==> src/verilog/sch_pkg.sv <==
/*
 * Shared constants for the smart card host control block: pin vector
 * layout, command byte fields, status byte fields and divider codes.
 * Assumes one system clock; every pin except rst and chipAddr is resynchronised in the top.
 */
package sch_pkg;
	// ------------------------------------------------------------
	// Pin vector layout
	// ------------------------------------------------------------
	localparam int NUM_PINS  = 11;
	localparam int PIN_CSN   = 0;
	localparam int PIN_SCK   = 1;
	localparam int PIN_MOSI  = 2;
	localparam int PIN_CSRC  = 3;
	localparam int PIN_PRES  = 4;
	localparam int PIN_OVL   = 5;
	localparam int PIN_UV    = 6;
	localparam int PIN_BO    = 7;
	localparam int PIN_HIO   = 8;
	localparam int PIN_CIO   = 9;
	localparam int PIN_PUE   = 10;
	// Idle level of each pin, so reset never leaves a false edge
	localparam logic [NUM_PINS-1:0] PIN_IDLE = 11'h705;

	// ------------------------------------------------------------
	// Command byte fields
	// ------------------------------------------------------------
	localparam int BYTE_BITS   = 8;
	localparam int CMD_ADDR_HI = 7;
	localparam int CMD_ADDR_LO = 6;
	localparam int CMD_SYNC    = 5;
	localparam int CMD_DIV_HI  = 4;
	localparam int CMD_DIV_LO  = 3;
	localparam int CMD_PWR     = 2;

	// ------------------------------------------------------------
	// Status byte fields (bits 7..5 read as zero)
	// ------------------------------------------------------------
	localparam int ST_PRES  = 4;
	localparam int ST_DATA  = 3;
	localparam int ST_OVL   = 2;
	localparam int ST_UV    = 1;
	localparam int ST_EVT   = 0;

	// ------------------------------------------------------------
	// Divider codes and reset values
	// ------------------------------------------------------------
	localparam logic [1:0] DIV_BY1 = 2'h0;
	localparam logic [1:0] DIV_BY2 = 2'h1;
	localparam logic [1:0] DIV_BY4 = 2'h2;
	localparam logic [3:0] CNT_LAST = 4'h7;
	localparam logic [3:0] CNT_ZERO = 4'h0;
	localparam logic [7:0] BYTE_ZERO = 8'h00;

	typedef enum logic [1:0] {FR_IDLE, FR_SHIFT, FR_DONE} sch_frame_t;
endpackage

==> src/verilog/sch_host_ctrl.sv <==
/*
 * Host-side control of a smart card interface: chip-select framed
 * serial port, chip addressing, I/O routing, pullup, attention
 * output, card supply enable and card clock selection.
 * Assumes all pins are asynchronous to clk and that clk is at least
 * ten times faster than the serial clock and four times faster than the card clock source.
 */
`timescale 1ns/1ps
module sch_host_ctrl
	import sch_pkg::*;
#(
	parameter int ADDR_BITS = 2
)
(
	input  wire logic                 clk,
	input  wire logic                 rst,
	input  wire logic [ADDR_BITS-1:0] chipAddr,
	input  wire logic                 chipSelectN,
	input  wire logic                 spiClk,
	input  wire logic                 mosi,
	input  wire logic                 cardClkSrc,
	input  wire logic                 card_presence_in,
	input  wire logic                 supplyOverload,
	input  wire logic                 supplyUnderVolt,
	input  wire logic                 brownOut,
	input  wire logic                 pullup_enable_pin,
	input  wire logic                 hostIoIn,
	input  wire logic                 cardIoIn,
	output logic                      hostIoOut,
	output logic                      hostIoOe,
	output logic                      cardIoOut,
	output logic                      cardIoOe,
	output logic                      pullupOn,
	output logic                      misoOut,
	output logic                      misoOe,
	output logic                      attentionN,
	output logic                      card_supply_out,
	output logic                      card_clock_out
);
	initial begin
		if (ADDR_BITS != CMD_ADDR_HI - CMD_ADDR_LO + 1) begin
			$error("ADDR_BITS must match the command address field");
		end
	end

	// ------------------------------------------------------------
	// Pin resynchronisers: three stages, change once 2 and 3 agree
	// ------------------------------------------------------------
	logic [NUM_PINS-1:0] pins, s1_q, s2_q, s3_q, filt_q, filt_d, prev_q;
	assign pins = {pullup_enable_pin, cardIoIn, hostIoIn, brownOut,
		supplyUnderVolt, supplyOverload, card_presence_in, cardClkSrc,
		mosi, spiClk, chipSelectN};

	always_comb begin
		for (int i = 0; i < NUM_PINS; i++) begin
			filt_d[i] = (s2_q[i] == s3_q[i]) ? s3_q[i] : filt_q[i];
		end
	end

	always_ff @(posedge clk) begin
		if (rst) begin
			s1_q   <= PIN_IDLE;
			s2_q   <= PIN_IDLE;
			s3_q   <= PIN_IDLE;
			filt_q <= PIN_IDLE;
			prev_q <= PIN_IDLE;
		end else begin
			s1_q   <= pins;
			s2_q   <= s1_q;
			s3_q   <= s2_q;
			filt_q <= filt_d;
			prev_q <= filt_q;
		end
	end

	function automatic logic rose(input int idx);
		return filt_q[idx] & ~prev_q[idx];
	endfunction

	function automatic logic fell(input int idx);
		return ~filt_q[idx] & prev_q[idx];
	endfunction

	logic csLow, sckRise, sckFall, csFall;
	assign csLow   = ~filt_q[PIN_CSN];
	assign csFall  = fell(PIN_CSN);
	// Serial clock edges only move the frame, never card data
	assign sckRise = csLow & rose(PIN_SCK);
	assign sckFall = csLow & fell(PIN_SCK);

	// ------------------------------------------------------------
	// Serial frame: command in, status out
	// ------------------------------------------------------------
	sch_frame_t        frame_q, frame_d;
	logic [3:0]        bitCnt_q, bitCnt_d;
	logic [7:0]        shIn_q, shIn_d, shOut_q, shOut_d, status;
	logic [7:0]        fullByte;
	logic              selected_q, selected_d, misoOut_q, misoOut_d;
	logic              syncMode_q, syncMode_d, pwrReq_q, pwrReq_d;
	logic [1:0]        divSel_q, divSel_d;
	logic              readDone;
	logic pending_q, pending_d, ovlFault_q, ovlFault_d, ovlRise;
	logic attnN_q, attnN_d, supply_q, supply_d, event_now;

	assign fullByte = {shIn_q[6:0], filt_q[PIN_MOSI]};

	// Status snapshot; bits 7..5 stay zero for the host to discard
	always_comb begin
		status          = BYTE_ZERO;
		status[ST_PRES] = filt_q[PIN_PRES];
		status[ST_DATA] = syncMode_q ? filt_q[PIN_CIO]
			: card_supply_out;
		status[ST_OVL]  = ovlFault_q;
		status[ST_UV]   = filt_q[PIN_UV];
		status[ST_EVT]  = pending_q;
	end

	always_comb begin
		frame_d    = frame_q;
		bitCnt_d   = bitCnt_q;
		shIn_d     = shIn_q;
		shOut_d    = shOut_q;
		misoOut_d  = misoOut_q;
		selected_d = selected_q;
		syncMode_d = syncMode_q;
		divSel_d   = divSel_q;
		pwrReq_d   = pwrReq_q;
		readDone   = 1'b0;
		case (frame_q)
			FR_IDLE: begin
				if (csFall) begin
					frame_d   = FR_SHIFT;
					bitCnt_d  = CNT_ZERO;
					misoOut_d = status[BYTE_BITS-1];
					shOut_d   = {status[6:0], 1'b0};
				end
			end
			FR_SHIFT: begin
				if (sckRise) begin
					shIn_d   = fullByte;
					bitCnt_d = bitCnt_q + 4'h1;
					if (bitCnt_q == CNT_LAST) begin
						frame_d = FR_DONE;
						if (fullByte[CMD_ADDR_HI:CMD_ADDR_LO] == chipAddr) begin
							// Address captured, program applied
							selected_d = 1'b1;
							syncMode_d = fullByte[CMD_SYNC];
							divSel_d   = fullByte[CMD_DIV_HI:CMD_DIV_LO];
							pwrReq_d   = fullByte[CMD_PWR];
							readDone   = 1'b1;
						end
					end
				end
				if (sckFall) begin
					misoOut_d = shOut_q[BYTE_BITS-1];
					shOut_d   = {shOut_q[6:0], 1'b0};
				end
			end
			FR_DONE: begin
				misoOut_d = 1'b0;
			end
			default: frame_d = FR_IDLE;
		endcase
		// Chip select high ends every frame and drops selection
		if (!csLow) begin
			frame_d    = FR_IDLE;
			selected_d = 1'b0;
			misoOut_d  = 1'b0;
		end
		// Overload clears the supply request until reprogrammed
		if (ovlRise) begin
			pwrReq_d = 1'b0;
		end
	end

	always_ff @(posedge clk) begin
		if (rst) begin
			frame_q    <= FR_IDLE;
			bitCnt_q   <= CNT_ZERO;
			shIn_q     <= BYTE_ZERO;
			shOut_q    <= BYTE_ZERO;
			misoOut_q  <= 1'b0;
			selected_q <= 1'b0;
			syncMode_q <= 1'b0;
			divSel_q   <= DIV_BY1;
			pwrReq_q   <= 1'b0;
		end else begin
			frame_q    <= frame_d;
			bitCnt_q   <= bitCnt_d;
			shIn_q     <= shIn_d;
			shOut_q    <= shOut_d;
			misoOut_q  <= misoOut_d;
			selected_q <= selected_d;
			syncMode_q <= syncMode_d;
			divSel_q   <= divSel_d;
			pwrReq_q   <= pwrReq_d;
		end
	end

	// ------------------------------------------------------------
	// Events, fault and attention output
	// ------------------------------------------------------------
	assign ovlRise   = rose(PIN_OVL);
	assign event_now = rose(PIN_PRES) | fell(PIN_PRES) | ovlRise;

	// Set wins over the read clear so no event slips through
	always_comb begin
		pending_d  = event_now | (pending_q & ~readDone);
		ovlFault_d = ovlRise | (ovlFault_q & ~readDone);
		supply_d   = pwrReq_d & ~filt_d[PIN_OVL];
		attnN_d    = filt_q[PIN_BO] | ~pending_q;
	end

	always_ff @(posedge clk) begin
		if (rst) begin
			pending_q  <= 1'b0;
			ovlFault_q <= 1'b0;
			supply_q   <= 1'b0;
			attnN_q    <= 1'b1;
		end else begin
			pending_q  <= pending_d;
			ovlFault_q <= ovlFault_d;
			supply_q   <= supply_d;
			attnN_q    <= attnN_d;
		end
	end

	// ------------------------------------------------------------
	// I/O routing and pullup
	// ------------------------------------------------------------
	logic ioEn, hOe_q, hOe_d, cOe_q, cOe_d, pu_q, pu_d, mOe_q, mOe_d;
	assign ioEn = csLow & selected_q & ~syncMode_q;

	// Open-drain relay; a side already driving is not echoed back,
	// which avoids the two drivers latching each other low
	always_comb begin
		hOe_d = ioEn & ~filt_q[PIN_CIO] & ~cOe_q;
		cOe_d = ioEn & ~filt_q[PIN_HIO] & ~hOe_q;
		pu_d  = filt_q[PIN_PUE] & csLow & selected_q;
		mOe_d = csLow;
	end

	always_ff @(posedge clk) begin
		if (rst) begin
			hOe_q <= 1'b0;
			cOe_q <= 1'b0;
			pu_q  <= 1'b0;
			mOe_q <= 1'b0;
		end else begin
			hOe_q <= hOe_d;
			cOe_q <= cOe_d;
			pu_q  <= pu_d;
			mOe_q <= mOe_d;
		end
	end

	// Card clock, timed by the card clock source; forced low on the next clk while the supply is off
	sch_clk_div u_div (
		.clk      (clk),
		.rst      (rst),
		.run      (supply_q),
		.srcLevel (filt_q[PIN_CSRC]),
		.srcRise  (rose(PIN_CSRC)),
		.divSel   (divSel_q),
		.cardClk  (card_clock_out)
	);

	assign hostIoOut       = 1'b0;
	assign cardIoOut       = 1'b0;
	assign hostIoOe        = hOe_q;
	assign cardIoOe        = cOe_q;
	assign pullupOn        = pu_q;
	assign misoOut         = misoOut_q;
	assign misoOe          = mOe_q;
	assign attentionN      = attnN_q;
	assign card_supply_out = supply_q;
endmodule

==> src/verilog/sch_clk_div.sv <==
/*
 * Card clock generator: follows the source or divides it by 2 or 4.
 * Assumes srcLevel is the filtered source level and srcRise a one
 * cycle pulse on its rising edge, both on clk.
 */
`timescale 1ns/1ps
module sch_clk_div
	import sch_pkg::*;
(
	input  wire logic       clk,
	input  wire logic       rst,
	input  wire logic       run,
	input  wire logic       srcLevel,
	input  wire logic       srcRise,
	input  wire logic [1:0] divSel,
	output logic            cardClk
);
	logic cardClk_q, cardClk_d;
	logic phase_q, phase_d;

	// ------------------------------------------------------------
	// Divider next state
	// ------------------------------------------------------------
	// Toggling only on source rising edges gives 50% whatever the
	// source duty; divide by one passes the source duty through
	always_comb begin
		cardClk_d = cardClk_q;
		phase_d   = phase_q;
		if (!run) begin
			cardClk_d = 1'b0; // Stopped low
			phase_d   = 1'b0;
		end else if (divSel == DIV_BY1) begin
			cardClk_d = srcLevel;
		end else if (srcRise) begin
			if (divSel == DIV_BY2) begin
				cardClk_d = ~cardClk_q;
			end else begin
				phase_d = ~phase_q;
				if (phase_q) begin
					cardClk_d = ~cardClk_q;
				end
			end
		end
	end

	always_ff @(posedge clk) begin
		if (rst) begin
			cardClk_q <= 1'b0;
			phase_q   <= 1'b0;
		end else begin
			cardClk_q <= cardClk_d;
			phase_q   <= phase_d;
		end
	end

	assign cardClk = cardClk_q;
endmodule

==> config.mk <==
export PLATFORM = sky130hd
export DESIGN_NAME = sch_host_ctrl
export DESIGN_NICKNAME = d
export VERILOG_FILES = /design/src/verilog/sch_pkg.sv /design/src/verilog/sch_host_ctrl.sv /design/src/verilog/sch_clk_div.sv
export SDC_FILE = /design/constraint.sdc
export NUM_CORES = 1
export LEC_CHECK = 0
export BUFFER_PORTS_ARGS = -buffer_cell sky130_fd_sc_hd__buf_2
export CAP_MARGIN = 20
export CORE_UTILIZATION = 49
export DETAILED_ROUTE_END_ITERATION = 7
export PLACE_DENSITY = 0.66
export SLEW_MARGIN = 20
export SYNTH_ARGS = -nofsm -noshare
export SYNTH_HDL_FRONTEND = slang
export SYNTH_HIERARCHICAL = 1
export SYNTH_SLANG_ARGS = --single-unit
==> constraint.sdc <==
create_clock -name clk -period 2.8 [get_ports clk]
set_input_delay 0.56 -clock clk [delete_from_list [all_inputs] [get_ports clk]]
set_output_delay 0.56 -clock clk [all_outputs]
set_load 0.02 [all_outputs]
**Word-level counts from Yosys, hierarchy flattened**

Index checks and enable logic that the tools add are counted.
W data, S select, Z words.

- Register bits after elaboration: 87
- Output and inout bits: 10
- Logic and storage cells: 145

- $add $sub $neg: 1
- Equality and inequality tests: 20
- Mux-type cells: 28
- Bitwise gates (word level): 46
- Reductions and logical operators: 16

Operator list:

| kind | number |
|---|---|
| $not A1 Y1 | 21 |
| $and A1 B1 Y1 | 20 |
| $mux W1 | 17 |
| $mux W8 | 2 |
| $pmux W8 S2 | 1 |
| $reduce_and A3 Y1 | 4 |
| $eq A1 B1 Y1 | 11 |
| $mux W4 | 2 |
| $ne A2 B2 Y1 const B | 4 |
| $pmux W4 S2 | 1 |
| $reduce_and A4 Y1 | 2 |
| $mux W2 | 3 |
| $pmux W2 S3 | 1 |
| $reduce_bool A3 Y1 | 2 |
| $or A1 B1 Y1 | 5 |
| $add A4 B1 Y4 const B | 1 |
| $eq A2 B1 Y1 const B | 2 |
| $eq A4 B3 Y1 const B | 1 |
| $logic_not A2 Y1 | 2 |
| $reduce_and A2 Y1 | 2 |
| $reduce_bool A2 Y1 | 2 |
| $reduce_or A2 Y1 | 2 |
| $pmux W1 S3 | 1 |
| $eq A2 B2 Y1 | 1 |
| $eq A2 B2 Y1 const B | 1 |

**Depth between registers and ports, before layout**

Gate-level depths: netlist (run 1).

- Word-level depth: 8
- Mapped depth: 5

**Hierarchy**

The synthesis (run 1) kept the hierarchy.

Modules (own cells, without submodules):

| module | times used | cells each | area each (um2) | sequential area each (um2) |
|---|---|---|---|---|
| sch_host_ctrl | 1 | 283 | 2860.2 | 1661.6 |
| sch_clk_div | 1 | 12 | 105.1 | 40.0 |

**Worst setup path after synthesis (run 1)**

OpenSTA, ideal clock, no wires.

- Kind: reg2reg
- From: reg filt_q[0]
- To: reg supply_q (netlist: card_supply_out)
- Arrival: 1254 ps
- Setup slack: 1415 ps
- Cell stages (with the launch flop): 6
- Path buffers: 1
- Cells stage by stage: dfxtp_1 -> buf_2 -> and4bb_2 -> nand4b_1 -> o21ai_0 -> a211oi_1

- Cells in the longest elaborated chain, start to end: 6

Ends and longest elaborated chain:

| item | line | text |
|---|---|---|
| from (decl) | sch_host_ctrl.sv:49 | `logic [NUM_PINS-1:0] pins, s1_q, s2_q, s3_q, filt_q, filt_d, prev_q;` |
| from (signal assigned) | sch_host_ctrl.sv:71 | `filt_q <= filt_d;` |
| $not A1 Y1 | sch_host_ctrl.sv:85 | `assign csLow = ~filt_q[PIN_CSN];` |
| $and A1 B1 Y1 | sch_host_ctrl.sv:88 | `assign sckRise = csLow & rose(PIN_SCK);` |
| $mux W1 | sch_host_ctrl.sv:139 | `if (sckRise) begin` |
| $mux W1 | sch_host_ctrl.sv:129 | `case (frame_q)` |
| $mux W1 | sch_host_ctrl.sv:171 | `if (ovlRise) begin` |
| $and A1 B1 Y1 | sch_host_ctrl.sv:210 | `supply_d = pwrReq_d & ~filt_d[PIN_OVL];` |
| to (signal assigned) | sch_host_ctrl.sv:223 | `supply_q <= supply_d;` |
| to (decl) | sch_host_ctrl.sv:103 | `logic attnN_q, attnN_d, supply_q, supply_d, event_now;` |

Every way passes these cells.
A chain may end at the register's enable or synchronous reset.

**Worst setup path after layout (run 1)**

- From: reg frame_q[0]
- To: reg pwrReq_q

- Cells in the longest elaborated chain, start to end: 3

Ends and longest elaborated chain:

| item | line | text |
|---|---|---|
| from (decl) | sch_host_ctrl.sv:94 | `sch_frame_t frame_q, frame_d;` |
| from (signal assigned) | sch_host_ctrl.sv:188 | `frame_q <= frame_d;` |
| $eq A2 B1 Y1 | sch_host_ctrl.sv:129 |  |
| $mux W1 | sch_host_ctrl.sv:129 |  |
| $mux W1 | sch_host_ctrl.sv:171 |  |
| to (signal assigned) | sch_host_ctrl.sv:196 | `pwrReq_q <= pwrReq_d;` |
| to (decl) | sch_host_ctrl.sv:99 | `logic syncMode_q, syncMode_d, pwrReq_q, pwrReq_d;` |

Every way passes these cells.

==> flow_metrics.env, run 1 <==
export IMPL_status="complete, no violations"
export IMPL_finalSetupViolations=0
export IMPL_grt_pass1_vias=1775
export IMPL_initial_core_util_pct=52.2
export IMPL_wire_per_inst_um=12.3
export IMPL_drt_iter0_markers=72
export IMPL_dr_pass1_iters=4
export IMPL_finalClockSkew_ns=0.00823
export IMPL_dp_cells=379
export IMPL_core_um2=5680
export IMPL_crit_arrival_ns=1.95
export IMPL_grt_max_degree=39
export IMPL_final_common_cell="dfxtp_1"
export IMPL_worstHoldStart="cardIoIn"
export IMPL_seq_area_frac_synth_pct=57.4
export IMPL_rrSetupSlack_ns=1.07
export IMPL_min_period_ns=1.73
export IMPL_r2r_end="pwrReq_q$_SDFF_PP0_"
export IMPL_antenna_found_initial=0
export IMPL_cts_sinks=85
export IMPL_holdPathEnd="s1_q[9]$_SDFF_PP1_"
export IMPL_whs_path_depth=2
export IMPL_setup_ws_ns=1.07
export IMPL_ys_types=43
export IMPL_tightest_slew_ns=0.679
export IMPL_areaGrowthSynthToFinish_pct=11.9
export IMPL_hp_class="input port to flip-flop"
export IMPL_syn_cell_area_um2=2970
export IMPL_p_leak_nw=1.32
export IMPL_hold_violations=0
export IMPL_htreeDepth=3
export IMPL_fill_cells=509
export IMPL_synth_edf_count=0
export IMPL_rsz0062_at_grt="false"
export IMPL_synth_yosys_warnings=6
export IMPL_instances_no_fill=395
export IMPL_clk_latency_ns=0.35
export IMPL_cp_required_ns=3.02
export IMPL_grt_usage_pct=17.0
export IMPL_slew_viol_final=0
export IMPL_fp_dieW_um=79.8
export IMPL_crit_start="frame_q[0]$_SDFFE_PP0P_"
export IMPL_root_buffer="clkbuf_8"
export IMPL_cts_made_buffers=9
export IMPL_reg2reg_from="frame_q[0]$_SDFFE_PP0P_"
export IMPL_cts_tree="yes"
export IMPL_cellPowerDensity_nw_per_um2=649
export IMPL_worst_r2r_cell_count=4
export IMPL_vias=1973
export IMPL_final_cell_mix="dfxtp_1 (85), nor2b_1 (25), nor2_1 (24)"
export IMPL_io_pin_count=25
export IMPL_postPlaceCellArea_um2=3120
export IMPL_timing_fmax_ghz=0.579
export IMPL_totalWireLength_mm=4.85
export IMPL_via_per_inst=4.99
export IMPL_worst_setup_path_type="flip-flop to flip-flop"
export IMPL_max_slew_margin_pct=54.6
export IMPL_post_route_period_util_pct=61.7
export IMPL_dpl_worst_slack_ns=1.09
export IMPL_design_power_total_mw=2.15
export IMPL_drive_gt1_share_pct=18.9
export IMPL_synth_cells=295
export IMPL_cts_buffer_depth=2
export IMPL_cap_violations=0
export IMPL_syn_avg_cell_area_um2=10.1
export IMPL_final_area_um2=3320
export IMPL_io_buffer_count=22
export IMPL_clkSlewWorstSetupHoldPaths_ns=0.09
export IMPL_cts_resized=0
export IMPL_gr_total_overflow=0
export IMPL_dieArea_um2=6370
export IMPL_globalplace_congestion=0.775
export IMPL_setup_tns_ns=0
export IMPL_ant_nets=0
export IMPL_rows=27
export IMPL_endpoint_kind="flip-flop"
export IMPL_cts_hold_buf=0
export IMPL_drc=0
export IMPL_grt_pass1_wl_mm=8.14
export IMPL_postCtsSetupBuffers=0
export IMPL_max_vdd_ir_drop_mv=0.365
export IMPL_ys_flop_type="dfxtp_1"
export IMPL_synthArstFlopShare_pct=0
export IMPL_place_detailed_hpwl_mm=3.24
export IMPL_diodes=0
export IMPL_layout_nets=334
export IMPL_die_h_um=79.8
export IMPL_worstPathMaxFanout=11
export IMPL_cp_start_kind="flip-flop"
export IMPL_ys_ff_latch=85
metal layers:
metal  track usage, %  vias to the layer above  share of wire [%]
met1             22.4                      904                 53
met3             6.17                        6                2.9
met5                0                        -                  0
li1                 -                     1039                  -
met4             6.43                        0                1.2
met2             25.6                       24                 43
flip-flops by register name (all words and copies together) (netlist names), 2 cells and up:
signal,cells
filt_q,11
s1_q,11
s2_q,11
s3_q,11
shIn_q,7
shOut_q,7
prev_q,5
bitCnt_q,4
divSel_q,2
frame_q,2
area by class of cell:
type                       instances  area (µm²)  share of cell area, %
clock buffer                      11         141                   4.26
clock inverter                     5        58.8                   1.77
inverter                           5        18.8                  0.566
multi-input combinational        193        1180                   35.6
sequential                        85        1700                   51.3
tap                               72        90.1                   2.71
timing repair buffer              24         125                   3.77
worst max-delay path, stage by stage, from the launching register on:
cell,delay (ns)
dfxtp_1,0.48
and2b_1,0.36
nand4b_1,0.34
o21ai_0,0.32
a211oi_1,0.10
power breakdown:
group / switching (mW) / internal [mW] / leakage [nW] / total (mW)
Combinational: 0.0279 / 0.0239 / 0.531 / 0.0518
Sequential: 0.00835 / 1.23 / 0.691 / 1.24
Clock: 0.427 / 0.438 / 0.0959 / 0.865
Total: 0.463 / 1.69 / 1.32 / 2.15
how the worst max path moves through the flow:
stage | to | slack [ns]
after CTS | card_supply_out$_SDFF_PP0_ | 1.05
after global routing | card_supply_out$_SDFF_PP0_ | 0.87
after global placement | hostIoOe$_SDFF_PP0_ | 1.12
after detailed placement | card_supply_out$_SDFF_PP0_ | 1.09
after floorplan | card_supply_out$_SDFF_PP0_ | 1.42
final | pwrReq_q$_SDFF_PP0_ | 1.07
Yosys cell counts, types with 5 or more instances:
library cell	number	area, µm²
mux2i_1	11	110
o21bai_1	5	37.5
nand3_1	8	40.0
a21oi_1	23	115
nor2b_1	25	156
nand2_1	20	75.1
nor2_1	24	90.1
o21ai_0	12	60.1
or2_2	17	106
inv_1	5	18.8
dfxtp_1	85	1700
clkbuf_1	8	30.0
nand2b_1	5	31.3
metrics by stage:
stage	hold slack, ns	util (%)
finish	0.396	58.5
global route	0.369	58.5
CTS	0.377	58.5
detailed placement	0.396	54.9
global placement	0.395	54.9
floorplan	0.389	-
kinds of logic after synthesis:
family	Yosys count	share of synthesized area [%]
DFF	85	57.4
xor gates and xnor gates	6	1.77
AOI/OAI and AO/OA	53	11.1
other	1	0.126
and+or+nand+nor	120	22.7
adders and majority gates	1	0.422
muxes	11	3.71
buffers and inverters	18	2.87
(Power assumes the default switching activity.)
==> run 2, diff against run 1 <==
--- a/config.mk
+++ b/config.mk
@@ -5,11 +5,12 @@
 export SDC_FILE = /design/constraint.sdc
 export NUM_CORES = 1
 export LEC_CHECK = 0
+export ABC_AREA = 1
 export BUFFER_PORTS_ARGS = -buffer_cell sky130_fd_sc_hd__buf_2
 export CAP_MARGIN = 20
 export CORE_UTILIZATION = 49
 export DETAILED_ROUTE_END_ITERATION = 7
-export PLACE_DENSITY = 0.66
+export PLACE_DENSITY = 0.69
 export SLEW_MARGIN = 20
 export SYNTH_ARGS = -nofsm -noshare
 export SYNTH_HDL_FRONTEND = slang
==> constraint.sdc (replaced) <==
create_clock -name clk -period 1.5 [get_ports clk]
set_input_delay 0.3 -clock clk [delete_from_list [all_inputs] [get_ports clk]]
set_output_delay 0.3 -clock clk [all_outputs]
set_load 0.02 [all_outputs]
==> run 2 against run 1 <==
Sequential share of layout area fell by 1.8 points. Sequential power grew 86%. First-iteration DRC count decreased by 2.8%. Maximum frequency is 21% higher. Critical path depth up 3. Cell area is 3.6% higher. Combinational power rose by 120%. Via count rose by 13%. Critical path type unchanged. Critical endpoint is now bitCnt_q[2]$_SDFFE_PP0P_.
==> flow_metrics.env, run 2 <==
export IMPL_status="complete, no violations"
export IMPL_ys_types=32
export IMPL_endpoint_kind="flip-flop"
export IMPL_wire_per_inst_um=10.6
export IMPL_via_per_inst=4.59
export IMPL_synth_area_top_cells="dfxtp_1 (56%), nor2_1 (9.3%), nand2_1 (6.4%)"
export IMPL_worst_setup_path_type="flip-flop to flip-flop"
export IMPL_cellPowerDensity_nw_per_um2=1130
export IMPL_yosysMostFrequentCell="dfxtp_1"
export IMPL_synth_yosys_warnings=6
export IMPL_grt_max_degree=45
export IMPL_hp_class="input port to flip-flop"
export IMPL_ant_nets=0
export IMPL_syn_avg_cell_area_um2=8.06
export IMPL_synth_edf_count=0
export IMPL_final_common_cell="dfxtp_1"
export IMPL_clkSlewWorstSetupHoldPaths_ns=0.08
export IMPL_hold_violations=0
export IMPL_final_cell_mix="dfxtp_1 (85), nor2_1 (74), nand2_1 (52)"
export IMPL_io_pin_count=25
export IMPL_drc=0
export IMPL_ys_ff_latch=85
export IMPL_multiInputGateArea_um2=1070
export IMPL_cts_made_buffers=9
export IMPL_syn_cell_area_um2=3040
export IMPL_yosysTopAreaCellShare_pct=56.0
export IMPL_timing_fmax_ghz=0.700
export IMPL_diodes=0
export IMPL_clk_latency_ns=0.35
export IMPL_instances_no_fill=487
export IMPL_seq_area_frac_synth_pct=56.0
export IMPL_areaGrowthSynthToFinish_pct=13.1
export IMPL_grt_pass1_vias=1876
export IMPL_fin_util_pct=57.7
export IMPL_setup_tns_ns=0
export IMPL_cts_tree="yes"
export IMPL_finalClockSkew_ns=0.0104
export IMPL_fp_dieW_um=80.8
export IMPL_place_detailed_hpwl_mm=3.58
export IMPL_cts_sinks=85
export IMPL_root_buffer="clkbuf_8"
export IMPL_drive_gt1_share_pct=17.7
export IMPL_setup_ws_ns=0.0719
export IMPL_grt_pass1_wl_mm=8.51
export IMPL_die_h_um=80.8
export IMPL_synth_cells=377
export IMPL_io_buffer_count=22
export IMPL_max_vdd_ir_drop_mv=0.890
export IMPL_cp_start_kind="flip-flop"
export IMPL_vias=2235
export IMPL_slew_viol_final=0
export IMPL_rows=28
export IMPL_seq_area_um2=1700
export IMPL_globalplace_congestion=0.850
export IMPL_fill_cells=536
export IMPL_drt_iter0_markers=70
export IMPL_synth_top_area_cell="dfxtp_1"
export IMPL_dieArea_um2=6520
export IMPL_layout_nets=423
export IMPL_antenna_found_initial=0
export IMPL_post_route_period_util_pct=95.2
export IMPL_worstPathMaxFanout=6
export IMPL_totalWireLength_mm=5.17
export IMPL_grt_usage_pct=17.6
export IMPL_crit_arrival_ns=1.67
export IMPL_htreeDepth=3
export IMPL_yosys_top_cells_count="dfxtp_1 (85), nor2_1 (75), nand2_1 (52), inv_1 (49), o21ai_0 (30)"
export IMPL_dpl_worst_slack_ns=0.0960
export IMPL_p_leak_nw=1.46
export IMPL_min_period_ns=1.43
export IMPL_dp_cells=466
export IMPL_finalSetupViolations=0
export IMPL_cts_hold_buf=0
export IMPL_dr_pass1_iters=4
export IMPL_holdWs_ns=0.128
export IMPL_gr_total_overflow=0
export IMPL_initial_core_util_pct=51.1
export IMPL_cap_violations=0
export IMPL_core_um2=5960
export IMPL_ys_flop_type="dfxtp_1"
export IMPL_synthArstFlopShare_pct=0
export IMPL_cts_buffer_depth=2
export IMPL_cp_required_ns=1.74
[run 2: worst paths after layout]
kind,endpoint,slack (ns),from,depth (start not counted)
worst max-delay path,bitCnt_q[2]$_SDFFE_PP0P_,0.07,filt_q[0]$_SDFFE_PP1N_,7
worst max register to register,bitCnt_q[2]$_SDFFE_PP0P_,0.07,filt_q[0]$_SDFFE_PP1N_,7
worst min register to register,s2_q[5]$_SDFF_PP0_,0.40,s1_q[5]$_SDFF_PP0_,2
worst min-delay path,s1_q[9]$_SDFF_PP1_,0.13,cardIoIn,2
[run 2: metrics by stage]
step / total power [mW] / area [µm²]
3_3_place_gp: 2.47 / 3210
6_report: 3.90 / 3440
2_1_floorplan: 2.44 / 3040
4_1_cts: 3.95 / 3390
5_1_grt: 4.06 / 3440
3_5_place_dp: 2.47 / 3210
[run 2: area by class of cell]
class                           count  area share [%]
Tap cell                           75            2.73
Clock inverter                      4           0.873
Clock buffer                       12            4.51
Timing Repair Buffer               30            5.31
Multi-Input combinational cell    229            31.3
Inverter                           52            5.82
Sequential cell                    85            49.5
[run 2: report_power, final]
group,switching (mW),total (mW),internal [mW]
logic,0.0668,0.114,0.0474
clock network,0.778,1.48,0.699
registers,0.0142,2.31,2.29
total,0.859,3.90,3.04
[run 2: critical path, stage by stage (launching register included)]
cell and delay (ns):
dfxtp_1 0.34, inv_1 0.13, nand3_2 0.11, nor2_4 0.18, clkinvlp_4 0.16, buf_4 0.17, o211ai_1 0.18, nor2_1 0.06
[run 2: cell families (layout without fill, tap and decap cells)]
family / Yosys count / after routing / share of synthesized area [%]
and+or+nand+nor: 168 / 168 / 24.6
adders and majority gates: 1 / 1 / 0.411
DFF: 85 / 85 / 56.0
AOI/OAI and AO/OA: 56 / 56 / 9.47
buffers and inverters: 64 / 98 / 8.89
other: 1 / 2 / 0.123
xor gates and xnor gates: 2 / 2 / 0.576
[run 2: what timing repair did]
| action | 4_1_cts | 5_1_grt |
|---|---|---|
| hold endpoints to repair | 0 | 0 |
| gates resized for setup | 0 | 3 |
| endpoints found under the setup margin | 0 | 4 |
| setup buffers | 0 | 5 |
[run 2: layer usage]
layer	up-vias	track usage, %	wire length [µm]
met2	48	26.8	2340
met1	962	22.9	2570
met4	0	5.89	25
met3	2	6.74	231
met5	-	0	0
li1	1223	-	-
